[config.mk]
export PLATFORM = sky130hd
export DESIGN_NAME = du_top
export DESIGN_NICKNAME = d
export VERILOG_FILES = /design/src/design/du_top.v
export VERILOG_INCLUDE_DIRS = /design/src /design/src/design
export SDC_FILE = /design/constraint.sdc
export NUM_CORES = 1
export LEC_CHECK = 0
export BUFFER_PORTS_ARGS = -buffer_cell sky130_fd_sc_hd__buf_2
export CORE_AREA = 2 2 232 166
export DETAILED_ROUTE_END_ITERATION = 12
export DIE_AREA = 0 0 234 168
export PLACE_DENSITY = 0.59
export SLEW_MARGIN = 20
export SYNTH_ARGS = -nofsm -noshare
export SYNTH_HDL_FRONTEND = slang
export SYNTH_SLANG_ARGS = --single-unit
[constraint.sdc]
create_clock -name CLK -period 2.41 [get_ports CLK]
set_input_delay 0.1205 -clock CLK [delete_from_list [all_inputs] [get_ports CLK]]
set_output_delay 0.1205 -clock CLK [all_outputs]
set_load 0.05 [all_outputs]
[src/design/du_regs.vh]
/*
 Constants for the two-channel UART host port and line pins: register
 offsets, field positions, reset values and timing counts.
 Assumes a 20 MHz core clock and an 8-bit strobed host port.
*/
`ifndef DU_REGS_VH
`define DU_REGS_VH
// Register offsets
`define DU_REG_DATA 3'h0
`define DU_REG_IER 3'h1
`define DU_REG_FEATURE_CONTROL_REG 3'h2
`define DU_REG_EFR 3'h3
`define DU_REG_MCR 3'h4
`define DU_REG_LSR 3'h5
`define DU_REG_MSR 3'h6
`define DU_REG_EXTENDED_MODE_REG 3'h6
`define DU_REG_AFR 3'h7
// Field positions
`define DU_MCR_DTR 0
`define DU_MCR_RTS 1
`define DU_MCR_IR 6
`define DU_FEATURE_CONTROL_REG_RXINV 2
`define DU_FEATURE_CONTROL_REG_485 3
`define DU_EXTENDED_MODE_REG_485 3
`define DU_EFR_ARTS 6
`define DU_EFR_ACTS 7
`define DU_IER_RX 0
`define DU_IER_TX 1
`define DU_IER_CTS 7
`define DU_AFR_BCAST 0
// Reset values
`define DU_REG_RST 8'h00
`define DU_SYNC_RST 21'h1ff000
// Timing: 16 ticks per bit; tick length derived from clock and baud rate
`define DU_CLK_HZ 20000000
`define DU_BAUD 115200
`define DU_TICK_CYC (`DU_CLK_HZ / (`DU_BAUD * 16))
`define DU_IR_PULSE 4'h3
`define DU_BIT_TICKS 4'hf
`define DU_HALF_TICKS 4'h7
`endif

[src/design/du_top.v]
/*
 Two-channel UART: host strobe port, per-channel register sets, a
 two-entry transmit buffer, serial transmitter and receiver with
 infrared option, and modem control pins.
 Assumes host pins are asynchronous to CLK and strobes last well over
 three clock periods.
*/
`timescale 1ns/1ps
`default_nettype none
`include "du_regs.vh"
////////////////////////////////////////////////////////////////////////////////
// One channel: registers, transmit buffer, transmitter and receiver
module du_chan #(
	parameter TICK_CYC = `DU_TICK_CYC
) (
	input wire clk,
	input wire rst_n,
	input wire wr_stb,
	input wire rd_done,
	input wire [2:0] addr,
	input wire [7:0] wdata,
	output reg [7:0] rdata,
	input wire rx_in,
	input wire cts_n,
	input wire dsr_n,
	output reg tx_out_r,
	output reg rts_n_r,
	output reg dtr_n_r,
	output reg irq_r,
	output reg tx_room_n_r,
	output wire bcast
);
	localparam RX_IDLE = 2'b00;
	localparam RX_START = 2'b01;
	localparam RX_DATA = 2'b10;
	localparam RX_STOP = 2'b11;
	reg [7:0] ier_r, feature_control_reg_r, efr_r, mcr_r, extended_mode_reg_r, afr_r; // Control registers
	reg [7:0] buf0_r, buf1_r; // Two-entry transmit buffer
	reg [1:0] cnt_r; // Buffer fill level
	reg [7:0] rhr_r; // Received byte
	reg rx_full_r; // Received byte waiting
	reg cts_chg_r; // Sticky clear-send change
	reg cts_old_r; // Last clear-send level
	reg [15:0] div_r; // Tick divider
	wire tick = (div_r == 16'h0000);
	reg tx_busy_r; // Frame in progress
	reg [9:0] tx_sh_r; // Frame shifter, LSB on line
	reg [3:0] tx_bits_r, tx_ph_r; // Bit count and tick phase
	reg [1:0] rx_st_r; // Receiver state
	reg [3:0] rx_ph_r, rx_bits_r;
	reg [7:0] rx_sh_r;
	wire ir = mcr_r[`DU_MCR_IR];
	// Infrared decode: pulses idle low, optional inversion first
	wire rx_bit = ir ? ~(rx_in ^ feature_control_reg_r[`DU_FEATURE_CONTROL_REG_RXINV]) : rx_in;
	wire room = (cnt_r != 2'h2);
	wire push = wr_stb && (addr == `DU_REG_DATA) && room;
	// Auto clear-send holds a new frame back while the line is not clear
	wire cts_ok = ~efr_r[`DU_EFR_ACTS] | ~cts_n;
	wire pop = !tx_busy_r && (cnt_r != 2'h0) && cts_ok;
	wire rhr_take = rd_done && (addr == `DU_REG_DATA);
	wire rx_done = tick && (rx_st_r == RX_STOP) && (rx_ph_r == `DU_BIT_TICKS);
	assign bcast = afr_r[`DU_AFR_BCAST];

	// Read mux, sampled by the top at the read strobe's falling edge
	always @* begin
		case (addr)
			`DU_REG_DATA: rdata = rhr_r;
			`DU_REG_IER: rdata = ier_r;
			`DU_REG_FEATURE_CONTROL_REG: rdata = feature_control_reg_r;
			`DU_REG_EFR: rdata = efr_r;
			`DU_REG_MCR: rdata = mcr_r;
			`DU_REG_LSR: rdata = {1'b0, (cnt_r == 2'h0) & !tx_busy_r, room, 4'h0, rx_full_r};
			`DU_REG_MSR: rdata = {2'b00, ~dsr_n, ~cts_n, 3'b000, cts_chg_r};
			default: rdata = afr_r;
		endcase
	end

	// Register writes; only this channel's set changes
	always @(posedge clk or negedge rst_n) begin
		if (!rst_n) begin
			ier_r <= `DU_REG_RST;
			feature_control_reg_r <= `DU_REG_RST;
			efr_r <= `DU_REG_RST;
			mcr_r <= `DU_REG_RST;
			extended_mode_reg_r <= `DU_REG_RST;
			afr_r <= `DU_REG_RST;
		end else if (wr_stb) begin
			case (addr)
				`DU_REG_IER: ier_r <= wdata;
				`DU_REG_FEATURE_CONTROL_REG: feature_control_reg_r <= wdata;
				`DU_REG_EFR: efr_r <= wdata;
				`DU_REG_MCR: mcr_r <= wdata;
				`DU_REG_EXTENDED_MODE_REG: extended_mode_reg_r <= wdata;
				`DU_REG_AFR: afr_r <= wdata;
				default: ;
			endcase
		end
	end

	// Transmit buffer; writes to a full buffer are dropped
	always @(posedge clk or negedge rst_n) begin
		if (!rst_n) begin
			buf0_r <= 8'h00;
			buf1_r <= 8'h00;
			cnt_r <= 2'h0;
		end else begin
			if (pop) buf0_r <= buf1_r;
			if (push) begin
				if (cnt_r == 2'h0 || (cnt_r == 2'h1 && pop)) buf0_r <= wdata;
				else buf1_r <= wdata;
			end
			cnt_r <= cnt_r + {1'b0, push} - {1'b0, pop};
		end
	end

	// Tick divider shared by both directions
	always @(posedge clk or negedge rst_n) begin
		if (!rst_n) div_r <= 16'h0000;
		else if (tick) div_r <= TICK_CYC[15:0] - 16'h0001;
		else div_r <= div_r - 16'h0001;
	end

	// Transmitter: start, eight data bits, stop
	always @(posedge clk or negedge rst_n) begin
		if (!rst_n) begin
			tx_busy_r <= 1'b0;
			tx_sh_r <= 10'h3ff;
			tx_bits_r <= 4'h0;
			tx_ph_r <= 4'h0;
		end else if (pop) begin
			tx_busy_r <= 1'b1;
			tx_sh_r <= {1'b1, buf0_r, 1'b0};
			tx_bits_r <= 4'h0;
			tx_ph_r <= 4'h0;
		end else if (tx_busy_r && tick) begin
			tx_ph_r <= tx_ph_r + 4'h1;
			if (tx_ph_r == `DU_BIT_TICKS) begin
				tx_sh_r <= {1'b1, tx_sh_r[9:1]};
				tx_bits_r <= tx_bits_r + 4'h1;
				if (tx_bits_r == 4'h9) tx_busy_r <= 1'b0;
			end
		end
	end

	// Receiver: start bit checked at mid-bit, then centre samples
	always @(posedge clk or negedge rst_n) begin
		if (!rst_n) begin
			rx_st_r <= RX_IDLE;
			rx_ph_r <= 4'h0;
			rx_bits_r <= 4'h0;
			rx_sh_r <= 8'h00;
		end else if (tick) begin
			rx_ph_r <= rx_ph_r + 4'h1;
			case (rx_st_r)
				RX_IDLE: begin
					rx_ph_r <= 4'h0;
					if (!rx_bit) rx_st_r <= RX_START; // Line idles high
				end
				RX_START: if (rx_ph_r == `DU_HALF_TICKS) begin
					rx_ph_r <= 4'h0;
					rx_bits_r <= 4'h0;
					rx_st_r <= rx_bit ? RX_IDLE : RX_DATA;
				end
				RX_DATA: if (rx_ph_r == `DU_BIT_TICKS) begin
					rx_sh_r <= {rx_bit, rx_sh_r[7:1]};
					rx_bits_r <= rx_bits_r + 4'h1;
					if (rx_bits_r == 4'h7) rx_st_r <= RX_STOP;
				end
				RX_STOP: if (rx_ph_r == `DU_BIT_TICKS) rx_st_r <= RX_IDLE;
				default: rx_st_r <= RX_IDLE;
			endcase
		end
	end

	// Receive holding flag and clear-send change flag; a set beats a clear
	always @(posedge clk or negedge rst_n) begin
		if (!rst_n) begin
			rhr_r <= 8'h00;
			rx_full_r <= 1'b0;
			cts_chg_r <= 1'b0;
			cts_old_r <= 1'b1;
		end else begin
			cts_old_r <= cts_n;
			if (rx_done) begin
				rhr_r <= rx_sh_r;
				rx_full_r <= 1'b1;
			end else if (rhr_take) rx_full_r <= 1'b0;
			if (cts_old_r != cts_n) cts_chg_r <= 1'b1;
			else if (rd_done && addr == `DU_REG_MSR) cts_chg_r <= 1'b0;
		end
	end

	// Registered line and status outputs
	always @(posedge clk or negedge rst_n) begin
		if (!rst_n) begin
			tx_out_r <= 1'b1;
			rts_n_r <= 1'b1;
			dtr_n_r <= 1'b1;
			irq_r <= 1'b0;
			tx_room_n_r <= 1'b0;
		end else begin
			if (ir) // Zero bits send a short high pulse, idle low
				tx_out_r <= tx_busy_r & ~tx_sh_r[0] & (tx_ph_r < `DU_IR_PULSE);
			else
				tx_out_r <= tx_sh_r[0];
			if (feature_control_reg_r[`DU_FEATURE_CONTROL_REG_485] && extended_mode_reg_r[`DU_EXTENDED_MODE_REG_485])
				rts_n_r <= ~(tx_busy_r | pop); // Direction follows sending
			else if (efr_r[`DU_EFR_ARTS]) // Relies on host setting request-send first
				rts_n_r <= ~(mcr_r[`DU_MCR_RTS] & ~rx_full_r);
			else
				rts_n_r <= ~mcr_r[`DU_MCR_RTS];
			dtr_n_r <= ~mcr_r[`DU_MCR_DTR];
			irq_r <= (ier_r[`DU_IER_RX] & rx_full_r) |
				(ier_r[`DU_IER_TX] & (cnt_r == 2'h0)) |
				(ier_r[`DU_IER_CTS] & cts_chg_r);
			tx_room_n_r <= ~room;
		end
	end
endmodule // du_chan
////////////////////////////////////////////////////////////////////////////////
// Top: pin synchronisers, strobe decode and the two channels
module du_top #(
	parameter TICK_CYC = `DU_TICK_CYC
) (
	input wire CLK,
	input wire RST_N,
	input wire CS_N,
	input wire CHANNEL_PICK,
	input wire READ_STROBE_N,
	input wire WRITE_STROBE_N,
	input wire [2:0] REG_SELECT,
	input wire [7:0] DATA_IN,
	output reg [7:0] DATA_OUT,
	output reg DATA_OE_N,
	output wire IRQ_CHANNEL_A,
	output wire IRQ_CHANNEL_B,
	output wire TX_ROOM_A_N,
	output wire TX_ROOM_B_N,
	output wire SERIAL_OUT_A,
	output wire SERIAL_OUT_B,
	input wire SERIAL_IN_A,
	input wire SERIAL_IN_B,
	output wire REQUEST_SEND_A_N,
	output wire REQUEST_SEND_B_N,
	input wire CLEAR_SEND_A_N,
	input wire CLEAR_SEND_B_N,
	output wire TERMINAL_READY_A_N,
	output wire TERMINAL_READY_B_N,
	input wire SET_READY_A_N,
	input wire SET_READY_B_N
);
	reg [20:0] s1_r, s2_r, s3_r; // Three-stage pin synchroniser
	reg rd_f_r, wr_f_r; // Filtered strobe levels
	reg [7:0] hd_r; // Data held while write strobe low
	reg [2:0] ha_r; // Select lines held during strobe
	reg hp_r, hc_r; // Channel pick and chip select held
	wire [7:0] rd_a, rd_b;
	wire bc_a, bc_b;
	wire rd_ok = (s2_r[13] == s3_r[13]);
	wire wr_ok = (s2_r[14] == s3_r[14]);
	wire rd_fall = rd_ok && !s3_r[13] && rd_f_r;
	wire rd_rise = rd_ok && s3_r[13] && !rd_f_r;
	wire wr_rise = wr_ok && s3_r[14] && !wr_f_r;
	wire bcast = bc_a | bc_b;
	// A strobe counts only if chip select was low with it
	wire wr_go = wr_rise && !hc_r;
	wire wr_a = wr_go && (hp_r | bcast); // Pick high is channel A
	wire wr_b = wr_go && (!hp_r | bcast);
	wire rd_a_done = rd_rise && !hc_r && hp_r;
	wire rd_b_done = rd_rise && !hc_r && !hp_r;

	// Pin synchroniser; stage one feeds stage two only
	always @(posedge CLK or negedge RST_N) begin
		if (!RST_N) begin
			s1_r <= `DU_SYNC_RST;
			s2_r <= `DU_SYNC_RST;
			s3_r <= `DU_SYNC_RST;
		end else begin
			s1_r <= {SET_READY_B_N, SET_READY_A_N, CLEAR_SEND_B_N, CLEAR_SEND_A_N,
				SERIAL_IN_B, SERIAL_IN_A, WRITE_STROBE_N, READ_STROBE_N, CS_N,
				CHANNEL_PICK, REG_SELECT, DATA_IN};
			s2_r <= s1_r;
			s3_r <= s2_r;
		end
	end

	// Strobe filter and hold of select, address and data while active
	always @(posedge CLK or negedge RST_N) begin
		if (!RST_N) begin
			rd_f_r <= 1'b1;
			wr_f_r <= 1'b1;
			hd_r <= 8'h00;
			ha_r <= 3'h0;
			hp_r <= 1'b0;
			hc_r <= 1'b1;
		end else begin
			if (rd_ok) rd_f_r <= s3_r[13];
			if (wr_ok) wr_f_r <= s3_r[14];
			// Keep the last value seen while a strobe is low
			if (!s3_r[14] || !s3_r[13]) begin
				hd_r <= s3_r[7:0];
				ha_r <= s3_r[10:8];
				hp_r <= s3_r[11];
				hc_r <= s3_r[12];
			end
		end
	end

	// Read data drive: starts at falling edge, released at rising edge
	always @(posedge CLK or negedge RST_N) begin
		if (!RST_N) begin
			DATA_OUT <= 8'h00;
			DATA_OE_N <= 1'b1;
		end else if (rd_fall && !s3_r[12]) begin
			DATA_OUT <= s3_r[11] ? rd_a : rd_b;
			DATA_OE_N <= 1'b0;
		end else if (rd_rise || s3_r[12]) begin
			DATA_OE_N <= 1'b1;
		end
	end

	du_chan #(.TICK_CYC(TICK_CYC)) u_chan_a (
		.clk(CLK), .rst_n(RST_N), .wr_stb(wr_a), .rd_done(rd_a_done),
		.addr(rd_fall ? s3_r[10:8] : ha_r), .wdata(hd_r), .rdata(rd_a),
		.rx_in(s3_r[15]), .cts_n(s3_r[17]), .dsr_n(s3_r[19]),
		.tx_out_r(SERIAL_OUT_A), .rts_n_r(REQUEST_SEND_A_N),
		.dtr_n_r(TERMINAL_READY_A_N), .irq_r(IRQ_CHANNEL_A),
		.tx_room_n_r(TX_ROOM_A_N), .bcast(bc_a)
	);
	du_chan #(.TICK_CYC(TICK_CYC)) u_chan_b (
		.clk(CLK), .rst_n(RST_N), .wr_stb(wr_b), .rd_done(rd_b_done),
		.addr(rd_fall ? s3_r[10:8] : ha_r), .wdata(hd_r), .rdata(rd_b),
		.rx_in(s3_r[16]), .cts_n(s3_r[18]), .dsr_n(s3_r[20]),
		.tx_out_r(SERIAL_OUT_B), .rts_n_r(REQUEST_SEND_B_N),
		.dtr_n_r(TERMINAL_READY_B_N), .irq_r(IRQ_CHANNEL_B),
		.tx_room_n_r(TX_ROOM_B_N), .bcast(bc_b)
	);
endmodule // du_top
`default_nettype wire

======== Word level (Yosys, flattened, before mapping) ========
Index checks and enable logic that the tools add are counted.
cells by class
  $add $sub $neg .......................... 14
  $mul .................................... 0
  divide/modulo/power cells ............... 0
  order comparisons ....................... 2
  equality and inequality tests ........... 41
  shift-type cells ........................ 0
  mux-type cells .......................... 78
  bitwise logic cells ..................... 51
  reductions and logical operators ........ 94
operator list
  kind                     count
  $pmux W8 S7              2
  $mux W4                  16
  $mux W10                 6
  $mux W8                  7
  $logic_and A1 B1 Y1      35
  $add A4 B1 Y4 const B    8
  $logic_not A16 Y1        2
  $mux W16                 2
  $pmux W4 S2              4
  $reduce_and A2 Y1        16
  $sub A16 B1 Y16 const B  2
  $reduce_bool A2 Y1       15
  $mux W1                  26
  $eq A4 B4 Y1 const B     6
  $mux W2                  12
  $not A1 Y1               24
  $eq A4 B3 Y1 const B     4
  $pmux W2 S4              2
  $and A1 B1 Y1            14
  $eq A3 B3 Y1 const B     4
  $ne A2 B1 Y1 const B     6
  $ne A2 B2 Y1 const B     6
  $reduce_and A3 Y1        4
  $reduce_and A6 Y1        2
  17 further kinds         55
word-level totals
  register bits after elaboration ......... 349
  latch bits .............................. 0
  memory bits (writable) .................. 0
  ROM bits ................................ 0
  bits of input ports ..................... 23
  output and inout port bits .............. 19
  logic and storage cells ................. 345
  memories ................................ 0

======== Logic depth before layout (Yosys ltp) ========
  depth in word-level cells ............... 9
  gate-level depth with buffers ........... 11
  mapped depth without buffers ............ 10

======== Cells and area by module ========
Synthesis repeated with hierarchy kept, for this count alone.
unflattened totals
  cells, all modules ...................... 1206
  area, all modules ....................... 14825.5 um2
by module, submodules not included
  module              instances  cells each  area each (um2)  sequential area each (um2)
  du_chan (u_chan_b)  1          528         6069.6           3194.3
  du_chan (u_chan_a)  1          525         5985.7           3194.3
  du_top              1          153         2770.2           2215.9

======== Least setup slack after synthesis ========
OpenSTA, ideal clock, no wires.
  path type ............................... flip-flop to flip-flop
  start ................................... register s2_r[13]
  end ..................................... register u_chan_a.buf1_r[0]
  setup time .............................. 0.125 ns
  arrival ................................. 2.487 ns
  required time ........................... 2.285 ns
  slack ................................... -0.202 ns
  stages on the path, launching flop included .. 9
  path buffers ............................ 0
  period minus slack after synthesis ...... 2.612 ns
  cells stage by stage .................... dfstp_2 > inv_1 > ha_1 > nand2_1 > mux2_2 > nor3_2 > nand2_1 > nor2_1 > mux2_2
on the way
  longest elaborated chain between the ends .. 8
RTL lines
  item                                RTL line      text
  from (decl)                         du_top.v:252  reg [20:0] s1_r, s2_r, s3_r;
  from (signal assigned)              du_top.v:276  s2_r <= `DU_SYNC_RST;
  from (signal assigned)              du_top.v:282  s2_r <= s1_r;
  $eq A1 B1 Y1                        du_top.v:259  wire rd_ok = (s2_r[13] == s3_r[13]);
  $logic_and A1 B1 Y1 (2 in a row)    du_top.v:261  wire rd_fall = rd_ok && !s3_r[13] && rd_f_r;
  $mux W3                             du_top.v:324  .addr(rd_fall ? s3_r[10:8] : ha_r), .wdata(hd_r), .rdata(rd_a),
  $logic_not A3 Y1 (no source line)   --
  $logic_and A1 B1 Y1 (2 in a row)    du_top.v:56   wire push = wr_stb && (addr == `DU_REG_DATA) && room;
  $reduce_and A2 Y1 (no source line)  --
  to (signal assigned)                du_top.v:110  else buf1_r <= wdata;
  to (decl)                           du_top.v:38   reg [7:0] buf0_r, buf1_r;
No other way between the ends.
A chain may end at the register's enable or synchronous reset.

======== Worst setup path after layout ========
  start ................................... register u_chan_b.div_r[0]
  end ..................................... register u_chan_b.tx_sh_r[6]
on the way
  longest elaborated chain between the ends .. 4
RTL lines
  item                                 RTL line      text
  from (decl)                          du_top.v:44   reg [15:0] div_r;
  from (signal assigned)               du_top.v:119  else if (tick) div_r <= TICK_CYC[15:0] - 16'h0001;
  from (signal assigned)               du_top.v:120  else div_r <= div_r - 16'h0001;
  $logic_not A16 Y1                    du_top.v:45   wire tick = (div_r == 16'h0000);
  $logic_and A1 B1 Y1                  du_top.v:135  end else if (tx_busy_r && tick) begin
  $reduce_bool A2 Y1 (no source line)  --
  $reduce_and A2 Y1 (no source line)   --
  to (signal assigned)                 du_top.v:132  tx_sh_r <= {1'b1, buf0_r, 1'b0};
  to (signal assigned)                 du_top.v:138  tx_sh_r <= {1'b1, tx_sh_r[9:1]};
  to (decl)                            du_top.v:47   reg [9:0] tx_sh_r;
No other way between the ends.

==> flow_summary_export.csv <==
group,metric,value,unit
power_and_ir_drop,p_per_area,834,nW/um^2
floorplan,core_area,37500,sq um
power_and_ir_drop,power,15.0,mW
setup_path,worstPathRequired,2.85,ns
timing,relSlewSlack,42.8,%
logic_synthesis,synthDistinctLibCells,69,
setup_path,rr_worst_depth,9,
setup_path,worstReg2RegStart,"u_chan_b.div_r[0]",
floorplan,ios,42,
cells_and_area,antenna_cells,0,
clocking,cts_root_buf,"clkbuf_16",
logic_synthesis,synthFlopType,"dfrtp_1",
setup_path,cp_slowest_cell,"or4b_4",
flow_run,max_cap_violations,0,
power_and_ir_drop,cellLeakagePower,8.36,nW
placement,dp_hpwl,24.3,mm
logic_synthesis,synthesis.nets,1262,
cells_and_area,fin_area,18000,sq um
placement,preCtsSetupSlack,-0.104,ns
timing,skew,0.0209,ns
logic_synthesis,yosys_warnings,0,
hold_path,hold_path.class,"in -> async",
setup_path,rr_endpoint,"u_chan_b.tx_sh_r[6]",
global_route,grt_pass1_vias,9873,
floorplan,fp.dieH,168,um
timing,max_freq,0.414,GHz
routing,drc,0,
placement,globalplace.congestion,0.890,
floorplan,start_util,39.1,%
placement,placed_cell_area,16200,sq um
cells_and_area,stdcell_count,1904,
clocking,htree_levels,2,
logic_synthesis,synth_async_sr_flop_share,100,%
logic_synthesis,synthTopCellsByArea,"dfrtp_1 (48%), mux2_2 (12%), dfstp_2 (10%)",
global_route,grt_max_degree,73,
logic_synthesis,ys_seq_area_share,58.7,%
cells_and_area,final_nets,1434,
setup_path,critPathKind,"reg -> reg",
global_route,grt_pass1_wl,56.1,mm
clocking,tritoncts,"built",
logic_synthesis,synth_cells,1210,
routing,antenna_left,0,
setup_path,crit_path_start,"u_chan_b.div_r[0]",
floorplan,die_area,39300,sq um
clocking,cts.sinks,341,
timing,finalSetupTns,-0.00929,ns
clocking,insertion_delay,0.53,ns
logic_synthesis,avgSynthCellArea,12.1,sq um
timing,setup_viol,2,
timing,rsz0062_at_grt,"yes",
timing,worst_slack,-0.00670,ns
setup_path,cp-endpoint,"u_chan_b.tx_sh_r[6]",
routing,wirelength,35.4,mm
timing,slew_viol_final,0,
timing,final_hold_viol_count,0,
setup_path,cp-start-kind,"flop",
run_status,violations,"setup timing",
clocking,clk_path_buf_depth,3,
routing,viasPerCell,5.26,
routing,drtIter0Drc,776,
timing,timing.hold.ws,0.161,ns
logic_synthesis,yosys.area.top_type,"dfrtp_1",
setup_path,r2r_slack,-0.007,ns
routing,avgRoutedWirePerCell,18.6,um
cells_and_area,postLayoutCoreUtil,47.9,%
setup_path,crit_arrival,2.85,ns
global_route,grt.total_usage,18.2,%
floorplan,die_x,234,um
logic_synthesis,synth-seq-cells,341,
timing,tightest_slew,0.858,ns
setup_path,cp.buffers_inverters,3,
cells_and_area,area_growth,22.5,%
run_status,status,"complete, but fails checks",
global_route,grt-ovfl-total,0,
logic_synthesis,synthesis.area,14700,sq um
setup_path,cp_cell_sequence,"inv_2 > ha_4 > or4b_4 > or3_4 > nor4_4 > buf_4 > buf_6 > mux2i_1 > a21oi_1",
logic_synthesis,synth_enable_flop_cells,0,
clocking,clk_pin_slew_worst_paths,0.06,ns
logic_synthesis,netlist.area_leader.share,48.5,%
setup_path,worst-path-stages,9,
timing,min_period,2.42,ns
global_route,antenna_found_initial,0,
placement,dp.cells,1806,
setup_path,slowest_delay,0.47,ns
cells_and_area,fillerInstances,3344,
setup_path,critical_path.endpoint_type,"flop",
power_and_ir_drop,ir_worst_vdd,0.000517,V
clocking,cts_buffers,36,
routing,firstDrtPassIters,5,
routing,via_count,10000,
cells_and_area,drive_above_1_share,34.1,%
placement,portBuffers,41,
timing,period_share,100,%
floorplan,rows,60,
setup_path,worstPathMaxFanout,5,
setup_path,cpLargestDelayFamily,"simple AND/OR/NAND/NOR gates",
[registers in the layout (all words and copies together) (netlist names), 9 cells and up, named ones only]
signal,count
s3_r,21
u_chan_b.div_r,16
s2_r,21
u_chan_a.tx_sh_r,9
u_chan_a.div_r,16
u_chan_b.tx_sh_r,9
s1_r,21
[synthesized netlist by cell type (all sizes together) (7+ instances only)]
cell type,instances
mux2,161
dfstp,57
xnor2,22
nand4b,7
mux2i,36
a221oi,8
ha,29
dfrtp,284
a21oi,37
nor4,7
nand2,119
inv,35
nor3,17
nand2b,10
o211ai,7
o21ai,63
nand3,37
nor2,76
a21o,7
xor2,17
clkbuf,44
o31ai,8
buf,7
or3,13
[layout by cell type, fill, tap and decap left out, drive strengths merged, types with 17 or more instances in the layout]
cell	synthesis	layout
ha	29	29
o21ai	63	63
dlygate4sd3	0	22
nand3	37	37
a21oi	37	37
mux2	161	161
buf	7	162
xnor2	22	22
nor2	76	76
nor3	17	17
nand2	119	119
xor2	17	17
mux2i	36	36
clkbuf	44	56
dfrtp	284	284
dfstp	57	57
inv	35	36
[worst min path at each step]
stage	start	to
final	RST_N	u_chan_a.rx_bits_r[0]
after global routing	RST_N	u_chan_a.feature_control_reg_r[4]
after CTS	RST_N	u_chan_a.feature_control_reg_r[4]
after detailed placement	RST_N	u_chan_a.rx_bits_r[0]
after global placement	RST_N	u_chan_a.rx_bits_r[0]
after floorplan	RST_N	DATA_OUT[0]
[layout make-up]
cell class	instances	area, sq um	share of cell area [%]
sequential	341	8600	47.9
multi-input combinational	783	5910	32.9
timing repair buffer	185	1500	8.33
clock buffer	56	1100	6.11
tap	496	621	3.46
inverter	35	131	0.732
clock inverter	8	93.8	0.523
[power breakdown]
part	leakage, nW	internal, mW	switching [mW]
combinational	3.42	0.978	1.30
sequential	4.35	6.54	0.566
clock	0.591	3.34	2.25
total	8.36	10.9	4.12
[cells by family (layout without fill, tap and decap cells)]
logic type               Yosys count  in the layout  share of synthesized area [%]
AND/OR/NAND/NOR                  330            330                           10.9
multiplexers                     197            197                           14.8
buffers and inverters             86            284                           2.33
XOR/XNOR                          39             39                           2.33
adder cells (fa/ha/maj)           29             29                           2.48
AO/OA/AOI/OAI                    188            188                           8.38
flip-flops                       341            341                           58.7
[routing by layer]
layer / wire, um / vias to the layer above / global-route usage (%) / share of wire (%)
li1: - / 4649 / - / -
met5: 0 / - / 0 / 0
met4: 729 / 0 / 4.68 / 2.1
met2: 14700 / 272 / 26.0 / 42
met3: 2090 / 58 / 4.22 / 5.9
met1: 17900 / 5028 / 27.7 / 51
[what timing repair did]
item	4_1_cts	5_1_grt
hold buffers	22	0
resized for setup	13	47
setup endpoints to repair	35	131
buffers inserted	2	9
gates cloned	0	2
endpoints found under the hold margin	79	0
pin swaps	4	22
(Power assumes the default switching activity.)
